`src/logic/usb_ep_dma_pkg.sv`:
```
/*
 * Shared constants for the endpoint receive DMA: widths, reset values,
 * transfer modes and FIFO depth.
 * Assumes nothing of its surroundings; compiled before the modules.
 */
package usb_ep_dma_pkg;
	localparam int DATA_W      = 8;
	localparam int SIZE_W      = 16;
	localparam int ADDR_W      = 32;
	localparam int FIFO_DEPTH  = 8;
	localparam logic [SIZE_W-1:0] SIZE_RST  = 16'h0000;
	localparam logic [ADDR_W-1:0] ADDR_RST  = 32'h0000_0000;
	localparam logic [SIZE_W-1:0] COUNT_RST = 16'h0000;

	// Transfer modes, as picked by device software
	typedef enum logic {
		per_packet_transfer_mode,
		size_terminated_transfer_mode
	} xfer_mode_e;
endpackage

```
`src/logic/ep_rx_fifo.sv`:
```
/*
 * Receive FIFO between the USB packet side and the DMA write side.
 * Assumes one clock and a synchronous active-high reset.
 */
`timescale 1ns/1ps
module ep_rx_fifo #(
	parameter int WIDTH = 8,
	parameter int DEPTH = 8
) (
	// Clock and reset
	input  wire logic             clk_sys_i,
	input  wire logic             srst_i,
	// Fill side
	input  wire logic             in_valid_i,
	input  wire logic [WIDTH-1:0] in_data_i,
	output logic                  in_ready_o,
	// Drain side
	output logic                  out_valid_o,
	output logic [WIDTH-1:0]      out_data_o,
	input  wire logic             out_ready_i,
	// Status
	output logic                  empty_o
);
	localparam int PW = $clog2(DEPTH);

	typedef struct packed {
		logic [PW-1:0] wr_ptr;
		logic [PW-1:0] rd_ptr;
		logic [PW:0]   count;
	} fifo_s;

	fifo_s              st;
	fifo_s              next_st;
	logic [WIDTH-1:0]   mem [DEPTH];
	logic               push;
	logic               pop;

	// Handshakes and flags
	assign in_ready_o  = (st.count != (PW+1)'(DEPTH));
	assign out_valid_o = (st.count != '0);
	assign empty_o     = (st.count == '0);
	assign out_data_o  = mem[st.rd_ptr];
	assign push        = in_valid_i && in_ready_o;
	assign pop         = out_valid_o && out_ready_i;

	// Pointer and count update
	always_comb begin
		next_st = st;
		if (push) begin
			next_st.wr_ptr = st.wr_ptr + 1'b1;
		end
		if (pop) begin
			next_st.rd_ptr = st.rd_ptr + 1'b1;
		end
		if (push && !pop) begin
			next_st.count = st.count + 1'b1;
		end else if (pop && !push) begin
			next_st.count = st.count - 1'b1;
		end
	end

	// State register
	always_ff @(posedge clk_sys_i) begin
		if (srst_i) begin
			st <= '0;
		end else begin
			st <= next_st;
		end
	end

	// Storage
	always_ff @(posedge clk_sys_i) begin
		if (push) begin
			mem[st.wr_ptr] <= in_data_i;
		end
	end
endmodule

```
`src/logic/usb_endpoint_dma_modes.sv`:
```
/*
 * Endpoint receive DMA of the first USB controller: packet bytes enter a
 * FIFO, the DMA writes them to memory one byte a beat and raises
 * completion pulses per packet or per whole transfer.
 * Assumes packet-side inputs come from logic on clk_sys_i and that the
 * memory side answers writes with a ready on the same clock.
 */
`timescale 1ns/1ps

// What this block does
// - Non-full FIFO accepts new data while dma_enable_i is set, DMA drains it.
// - Running transfer keeps size latched at start.
// - Per-packet: interrupt each packet; else once per transfer.
// - Isochronous: size equals packet, interrupt every packet.
module usb_endpoint_dma_modes (
	// Clock and reset
	input  wire logic                               clk_sys_i,
	input  wire logic                               srst_i,
	// Endpoint configuration from device software
	input  wire usb_ep_dma_pkg::xfer_mode_e         mode_i,
	input  wire logic                               iso_ep_i,
	input  wire logic [usb_ep_dma_pkg::SIZE_W-1:0]  xfer_size_i,
	input  wire logic [usb_ep_dma_pkg::ADDR_W-1:0]  base_addr_i,
	input  wire logic                               dma_enable_i,
	// Packet data from the USB link
	input  wire logic                               pkt_valid_i,
	input  wire logic [usb_ep_dma_pkg::DATA_W-1:0]  pkt_data_i,
	input  wire logic                               pkt_last_i,
	input  wire logic                               pkt_short_i,
	output logic                                    pkt_ready_o,
	// Memory write port
	output logic                                    mem_wr_o,
	output logic [usb_ep_dma_pkg::ADDR_W-1:0]       mem_addr_o,
	output logic [usb_ep_dma_pkg::DATA_W-1:0]       mem_data_o,
	input  wire logic                               mem_ready_i,
	// Events and status
	output logic                                    irq_o,
	output logic                                    busy_o
);
	// FIFO entry width and width of the occupancy count (0 to depth)
	localparam int FW = usb_ep_dma_pkg::DATA_W + 2;
	localparam int LW = $clog2(usb_ep_dma_pkg::FIFO_DEPTH) + 1;

	typedef struct packed {
		logic                               busy;
		logic [usb_ep_dma_pkg::SIZE_W-1:0]  size;
		logic                               batch;
		logic [usb_ep_dma_pkg::SIZE_W-1:0]  count;
		logic [usb_ep_dma_pkg::ADDR_W-1:0]  addr;
		logic                               wr;
		logic [usb_ep_dma_pkg::DATA_W-1:0]  wdata;
		logic                               wlast;
		logic                               wshort;
		logic                               irq;
		logic                               ready;
		logic [LW-1:0]                      fill;
	} dma_s;

	dma_s            st;
	dma_s            next_st;
	logic            f_in_ready;
	logic            f_valid;
	logic [FW-1:0]   f_data;
	logic            f_pop;
	logic            f_push;

	// Size-terminated batching applies only to non-isochronous endpoints
	function automatic logic batch_of(
		input usb_ep_dma_pkg::xfer_mode_e mode,
		input logic                       iso
	);
		return (mode == usb_ep_dma_pkg::size_terminated_transfer_mode) && !iso;
	endfunction

	// FIFO occupancy after this edge's push and pop
	function automatic logic [LW-1:0] fill_after(
		input logic [LW-1:0] fill,
		input logic          push,
		input logic          pop
	);
		logic [LW-1:0] f;
		f = fill;
		if (push && !pop) begin
			f = fill + 1'b1;
		end else if (pop && !push) begin
			f = fill - 1'b1;
		end
		return f;
	endfunction

	// Last write of a transfer. Per-packet and isochronous endpoints end on
	// every packet; a batch ends at the programmed size or on a short packet.
	// A size of zero only matches after the count wraps, so such a batch
	// in practice ends on a short packet.
	function automatic logic ends_xfer(
		input logic                              batch,
		input logic [usb_ep_dma_pkg::SIZE_W-1:0] count,
		input logic [usb_ep_dma_pkg::SIZE_W-1:0] size,
		input logic                              last,
		input logic                              short_pkt
	);
		logic [usb_ep_dma_pkg::SIZE_W-1:0] done;
		done = count + 1'b1;
		if (!batch) begin
			return last;
		end
		return (done == size) || (last && short_pkt);
	endfunction

	// Receive FIFO; link stalls when it is full
	ep_rx_fifo #(
		.WIDTH (FW),
		.DEPTH (usb_ep_dma_pkg::FIFO_DEPTH)
	) u_fifo (
		.clk_sys_i   (clk_sys_i),
		.srst_i      (srst_i),
		.in_valid_i  (pkt_valid_i && st.ready),
		.in_data_i   ({pkt_short_i, pkt_last_i, pkt_data_i}),
		.in_ready_o  (f_in_ready),
		.out_valid_o (f_valid),
		.out_data_o  (f_data),
		.out_ready_i (f_pop),
		.empty_o     ()
	);

	// Take a byte while dma_enable_i is set and no write is pending or it is being accepted
	assign f_pop = f_valid && dma_enable_i && (!st.wr || mem_ready_i);

	// Byte taken from the link this edge
	assign f_push = pkt_valid_i && st.ready && f_in_ready;

	// DMA sequencing and event generation
	always_comb begin
		next_st = st;
		next_st.irq = 1'b0;
		// Ready looks one edge ahead, so a registered ready never overfills
		next_st.fill = fill_after(st.fill, f_push, f_pop);
		next_st.ready = dma_enable_i
			&& (next_st.fill != LW'(usb_ep_dma_pkg::FIFO_DEPTH));
		if (st.wr && mem_ready_i) begin
			next_st.wr = 1'b0;
			next_st.addr = st.addr + 1'b1;
			next_st.count = st.count + 1'b1;
			if (ends_xfer(st.batch, st.count, st.size, st.wlast, st.wshort)) begin
				next_st.irq = 1'b1;
				next_st.busy = 1'b0;
			end
		end
		if (f_pop) begin
			if (!next_st.busy) begin
				// Start of a transfer latches its parameters
				next_st.busy = 1'b1;
				next_st.size = xfer_size_i;
				next_st.batch = batch_of(mode_i, iso_ep_i);
				next_st.count = usb_ep_dma_pkg::COUNT_RST;
				next_st.addr = base_addr_i;
			end
			next_st.wr = 1'b1;
			next_st.wdata = f_data[usb_ep_dma_pkg::DATA_W-1:0];
			next_st.wlast = f_data[usb_ep_dma_pkg::DATA_W];
			next_st.wshort = f_data[usb_ep_dma_pkg::DATA_W+1];
		end
	end

	// State register
	always_ff @(posedge clk_sys_i) begin
		if (srst_i) begin
			st <= '0;
			st.size <= usb_ep_dma_pkg::SIZE_RST;
			st.addr <= usb_ep_dma_pkg::ADDR_RST;
		end else begin
			st <= next_st;
		end
	end

	// Outputs straight from flops
	assign pkt_ready_o = st.ready;
	assign mem_wr_o    = st.wr;
	assign mem_addr_o  = st.addr;
	assign mem_data_o  = st.wdata;
	assign irq_o       = st.irq;
	assign busy_o      = st.busy;
endmodule

```
`config.mk`:
```
export PLATFORM = sky130hd
export DESIGN_NAME = usb_endpoint_dma_modes
export DESIGN_NICKNAME = d
export VERILOG_FILES = /design/src/logic/usb_ep_dma_pkg.sv /design/src/logic/ep_rx_fifo.sv /design/src/logic/usb_endpoint_dma_modes.sv
export SDC_FILE = /design/constraint.sdc
export NUM_CORES = 1
export LEC_CHECK = 0
export BUFFER_PORTS_ARGS = -buffer_cell sky130_fd_sc_hd__buf_2
export CELL_PAD_IN_SITES_DETAIL_PLACEMENT = 2
export CELL_PAD_IN_SITES_GLOBAL_PLACEMENT = 2
export CORE_ASPECT_RATIO = 1.2
export CORE_MARGIN = 2
export CORE_UTILIZATION = 41
export DETAILED_ROUTE_END_ITERATION = 10
export PLACE_DENSITY_LB_ADDON = 0.1
export SETUP_SLACK_MARGIN = 0.2
export SLEW_MARGIN = 0
export SYNTH_ARGS = -nofsm -noshare
export SYNTH_HDL_FRONTEND = slang
export SYNTH_HIERARCHICAL = 1
export SYNTH_SLANG_ARGS = --single-unit
```
`constraint.sdc`:
```
create_clock -name clk_sys_i -period 8.3 [get_ports clk_sys_i]
set_input_delay 0 -clock clk_sys_i [delete_from_list [all_inputs] [get_ports clk_sys_i]]
set_output_delay 0 -clock clk_sys_i [all_outputs]
set_load 0.02 [all_outputs]
```
After elaboration in Yosys (flattened, before gate mapping) --
Memory sizes are Yosys's and may differ from the RTL's. A register that Yosys moved wholly into a read port is not among the register bits. Cells that the tools add are included.
Storage, ports and cells: register bits 93, latch bits 0, RAM bits 80, ROM bits 0, input port bits 65, output and inout port bits 44, logic and storage cells 73, memories kept 1
Memories:
- u_fifo.mem | words 8, width 10, rd ports 1, clocked after memory_dff 1, write ports 1, RTL line ep_rx_fifo.sv:34 | logic [WIDTH-1:0] mem [DEPTH];
Operators by class: $add $sub $neg 8, multipliers 0, div/mod/pow operators 0, magnitude comparators 0, equality and inequality tests 3, shifts and indexed selects 0, mux-type cells 19, bitwise gates (word level) 2, reductions and logical operators 25
Operator list (number):
- two-way mux 77 bit | 1
- two-way mux 65 bit | 1
- two-way mux 49 bit | 1
- adder 32 x 1 -> 32 bit, second input constant | 1
- adder 16 x 1 -> 16 bit, second input constant | 1
- == test 16 bit | 1
- two-way mux 4 bit | 4
- logical AND 1 bit | 13
- two-way mux 1 bit | 10
- adder 4 x 1 -> 4 bit, second input constant | 2
- inequality test 4 bit, second input constant | 2
- subtractor 4 x 1 -> 4 bit, second input constant | 2
- adder 3 x 1 -> 3 bit, second input constant | 2
- two-way mux 3 bit | 2
- logical NOT 1 bit | 5
- nonzero test 2 bit | 2
- nonzero test 4 bit | 1
- logical OR 1 bit | 2
- inverter 1 bit | 2
- AND reduction 2 bit | 1
- OR reduction 2 bit | 1

Longest topological paths before layout --
depth after elaboration 9, mapped depth 14, mapped depth without buffers 11

Hierarchy --
The synthesis kept the hierarchy.
By module, submodules not included:
- usb_endpoint_dma_modes | times used 1, cells an instance 580, area each 4747.1 µm²
- ep_rx_fifo | times used 1, cells an instance 190, area each 3783.6 µm²

Worst setup path before layout --
No wires, ideal clock.
kind register to register, start point reg u_fifo/st[1] (netlist name), end point reg u_fifo/st[3] (netlist name), arrival 3.071 ns, data required time 8.179 ns, setup slack 5.108 ns, stages on the path, launching flop included 15, cell sequence dfxtp_1 or4_1 buf_6 nand3_1 inv_1 clkbuf_1 clkbuf_1 nand2_8 ha_1 inv_1 ha_1 a21oi_1 a211oi_1 a31oi_1 mux2_2
On the way: longest elaborated chain between the ends 7, elaborated cells on any way between the ends 15, those cells by class add/sub (2); eq/ne (1); mux (2); reduce/logical (10)
RTL lines:
- start: declaration | RTL line ep_rx_fifo.sv:32 | fifo_s st;
- start signal: assignment | RTL line ep_rx_fifo.sv:67 | st <= next_st;
- nonzero test 4 bit * | RTL line ep_rx_fifo.sv:40 | assign out_valid_o = (st.count != '0);
- via f_valid | RTL line usb_endpoint_dma_modes.sv:62 | logic f_valid;
- logical AND 1 bit * (2 in a row) | RTL line usb_endpoint_dma_modes.sv:127 | assign f_pop = f_valid && dma_enable_i && (!st.wr || mem_ready_i);
- via f_pop | RTL line usb_endpoint_dma_modes.sv:64 | logic f_pop;
- logical AND 1 bit * | RTL line ep_rx_fifo.sv:44 | assign pop = out_valid_o && out_ready_i;
- logical NOT 1 bit | RTL line ep_rx_fifo.sv:55 | if (push && !pop) begin
- logical AND 1 bit | RTL line ep_rx_fifo.sv:55
- two-way mux 4 bit / nonzero test 2 bit (equally long branches)
Mark *: on every way through the listed nets, which the timed path passes. The rest lies on a longest branch. The select of a mux whose other input is x is not followed. A chain may end at the register's enable or synchronous reset.

Worst setup path after layout --
start point reg st[49] (netlist name), end point reg st, in the netlist mem_addr_o[16]
On the way: longest elaborated chain between the ends 9
RTL lines:
- start: declaration | RTL line usb_endpoint_dma_modes.sv:59 | dma_s st;
- start signal: assignment | RTL line usb_endpoint_dma_modes.sv:172 | st <= next_st;
- adder 16 x 1 -> 16 bit | RTL line usb_endpoint_dma_modes.sv:103 | done = count + 1'b1;
- == test 16 bit | RTL line usb_endpoint_dma_modes.sv:107 | return (done == size) || (last && short_pkt);
- logical OR 1 bit | RTL line usb_endpoint_dma_modes.sv:107
- two-way mux 1 bit | RTL line usb_endpoint_dma_modes.sv:107
- two-way mux 1 bit | RTL line usb_endpoint_dma_modes.sv:140 | if (st.wr && mem_ready_i) begin
- two-way mux 1 bit | RTL line usb_endpoint_dma_modes.sv:144 | if (ends_xfer(st.batch, st.count, st.size, st.wlast, st.wshort)) begin
- two-way mux 1 bit | RTL line usb_endpoint_dma_modes.sv:140
- two-way mux 65 bit | RTL line usb_endpoint_dma_modes.sv:150 | if (!next_st.busy) begin
- two-way mux 77 bit | RTL line usb_endpoint_dma_modes.sv:149 | if (f_pop) begin
Every way passes these cells. The select of a mux whose other input is x is not followed.

==> metrics.md <==
| Metric | Value |
|---|---|
| Status | finished clean |
| First-pass GRT wire length | 40300 um |
| Cells along the critical path | ha_1 > nand3_2 > nor4_2 > xnor2_1 > a2111oi_2 > and3_1 > nor2_2 > o311a_1 |
| Chip Height | 162 um |
| Wire per inst | 22.3 um |
| Hold Violations, Final | 0 |
| Vias in the first global route | 7147 |
| Die span in x | between 100 and 150 um |
| Crit-path max cell delay | 1.01 ns |
| DP HPWL | roughly 16000 um |
| Max-Cap Viols | 0 |
| Global route overflow | 0 |
| Yosys Warn Count | 6 |
| Tightest Pin Transition | 1.23 ns |
| Hold path cells | 3 |
| Int Power | 1.85 mW |
| Total negative slack | 0 ns |
| NetSw | approximately 1.2 mW |
| Drt first pass iters | 4 |
| # diodes | 0 |
| Comb power frac | 34.5% |
| Data arrival, critical path | roughly 4.3 ns |
| Setup Buffers After CTS | 0 |
| CP max FO | 26 |
| VDD IR max | 199 uV |
| Initial antenna violation count | 0 |
| Mapped Cells | roughly 770 |
| DRT iter0 DRCs | ~250 |
| Drt drc | 0 |
| Routed wire length | 25700 um |
| Worst setup EP type | flop |
| Worst path required time | 8.63 ns |
| RSZ-0062 raised after global routing | no |
| Hold EP | st[1]$_SDFF_PP0_ |
| Slew Limit Fails | 0 |
| Reg2Reg Launch Point | st[49]$_SDFF_PP0_ |
| Port bufs | around 110 |
| Total track usage | 24.1% |
| Fmax achieved | 250 MHz |
| R2r worst-path depth | 8 |
| ANT nets after route | 0 |
| R2r setup slk | 4.30 ns |
| Cell row count | 57 |
| Via count | 6420 |
| CORE AREA | 20300 um2 |
| CP Class | reg -> reg |
| Net Sw Frac | 39.2% |
| IO Count | 109 |
| Clk slew on worst S/H paths | around 0.080 ns |
| Clk pwr share | between 20% and 30% |
| CTS Root Cell | clkbuf_16 |
| Clk Latency, worst-skew pair | 0.44 ns |
| LEAKAGE | 3.70 nW |
| Ratio of cells with drive above 1 in the final layout | 21.8% |
| H-tree levels | 4 |
| Max clock buf depth | 2 |
| Worst path slowest cell | and3_1 |
| Seq pwr share | approximately 39% |
| Endpoints failing setup | 0 |
| Slew headroom | between 10% and 20% |
| Num Clock Sinks | approximately 180 |
| Final period util | 48.2% |
| Buffers & Inverters on Critical Path | 0 |
| CTS buffer count | 17 |
| Largest net degree at the start of global routing | between 50 and 60 |
| Initial Util | 42.0% |
| Hold Startpoint | srst_i |
| Vias/cell | 5.57 |
| Die ar. | 22000 um2 |
| Syn_nets | 844 |
| Clk_skew | roughly 0.012 ns |
| Reg2Reg Capture Point | mem_addr_o[16]$_SDFF_PP0_ |
| HP Class | in -> reg |
| Synth Cell Area | roughly 8500 um2 |
| Area grow syn2layout | 19.1% |
| Hold slack | 0.164 ns |
| RePlAce Congestion | 0.827 |
| P per Cell Area | 299 nW/um2 |
| Fin crit period | ~4.0 ns |
| Crit-path leading delay family | simple AND/OR/NAND/NOR gates |
| CTS tree | yes |
| # nets final | 949 |
| Avg Inst Size Synth | 11.1 um2 |
| Startpoint types | flop |
## layout by cell type (no fill, tap or decap), types with 4 or more instances in the layout
cell and count:
nor3_1 15, clkbuf_16 17, dfxtp_1 96, mux4_2 6, nand3_2 4, dlygate4sd3_1 62, inv_6 4, mux4_1 14
nor3_2 4, and3_1 6, buf_2 108, nand2_1 54, a21oi_1 43, clkinv_8 4, o311a_1 26, mux2_2 11
nor2_1 47, inv_1 14, xnor2_1 43, buf_4 9, o211ai_1 24, nand2b_1 5, nand3_1 76, nand4_1 12
xor2_1 29, edfxtp_1 80, inv_8 4, ha_1 9
## sequential cells by signal, summed over array words and instances, names as in the netlist, named ones only
register     cells
u_fifo/mem      80
mem_addr_o      32
mem_data_o       8
mem_wr_o         1
busy_o           1
irq_o            1
pkt_ready_o      1
u_fifo/st       10
st              39
## worst reg2reg max path, delay by kind of cell, from the launching register on
| kind | cells | cell delay, ns |
|---|---|---|
| AO/OA/AOI/OAI | 2 | 0.88 |
| XOR/XNOR | 1 | 0.14 |
| adder cells (fa/ha/maj) | 1 | 0.33 |
| flip-flops | 1 | 0.47 |
| AND/OR/NAND/NOR | 4 | 2.07 |
## layer usage
| layer | share of wire, % | GRT usage, % |
|---|---|---|
| met1 | 41 | 28.5 |
| met2 | 54 | 44.4 |
| met3 | 2.8 | 3.37 |
| met4 | 1.9 | 8.43 |
| met5 | 0 | 0 |
## timing repair
item,CTS,global route
endpoints found under the hold margin,131,0
endpoints found under the setup margin,0,0
gates resized for setup,0,0
hold buffers,62,0
## power by group through the flow
| stage | registers, mW | clock network, mW | logic (mW) |
|---|---|---|---|
| finish | 1.17 | 0.811 | 1.05 |
| global route | 1.19 | 0.864 | 1.15 |
| CTS | 1.17 | 0.830 | 1.05 |
| detailed placement | 1.19 | 0 | 1.01 |
| global placement | 1.18 | 0 | 0.964 |
| floorplan | 1.15 | 0 | 0.838 |
## stage by stage
stage / utilization (%) / total power, mW / worst slack (ns) / cells / cell area [um2]
detailed placement: 44.0 / 2.20 / 4.34 / 1058 / 8930
CTS: 50.0 / 3.05 / 4.32 / 1152 / 10200
global placement: 44.0 / 2.14 / 4.55 / 1058 / 8930
finish: 50.0 / 3.03 / 4.30 / 1152 / 10200
global route: 50.0 / 3.20 / 4.05 / 1152 / 10200
floorplan: - / 1.99 / 5.11 / 769 / 8530
## final cells by class
class                           count  area [um2]
Sequential cell                   176        4320
Timing Repair Buffer              179        1230
Tap cell                          265         332
Multi-Input combinational cell    486        3620
Clock inverter                     15         175
Inverter                           14        52.6
Fill cell                        2049       10200
Clock buffer                       17         425
## worst max-delay path by stage
stage / from / to / cells past startpoint
global placement: st[49]$_SDFF_PP0_ / mem_addr_o[13]$_SDFF_PP0_ / 8
detailed placement: st[49]$_SDFF_PP0_ / st[63]$_SDFF_PP0_ / 8
global route: st[49]$_SDFF_PP0_ / mem_addr_o[1]$_SDFF_PP0_ / 8
floorplan: u_fifo/st[1]$_SDFFE_PP0P_ / u_fifo/st[3]$_SDFFE_PP0P_ / 14
CTS: st[49]$_SDFF_PP0_ / st[51]$_SDFF_PP0_ / 8
finish: st[49]$_SDFF_PP0_ / mem_addr_o[16]$_SDFF_PP0_ / 8
Power figures use the tool's default switching activity.
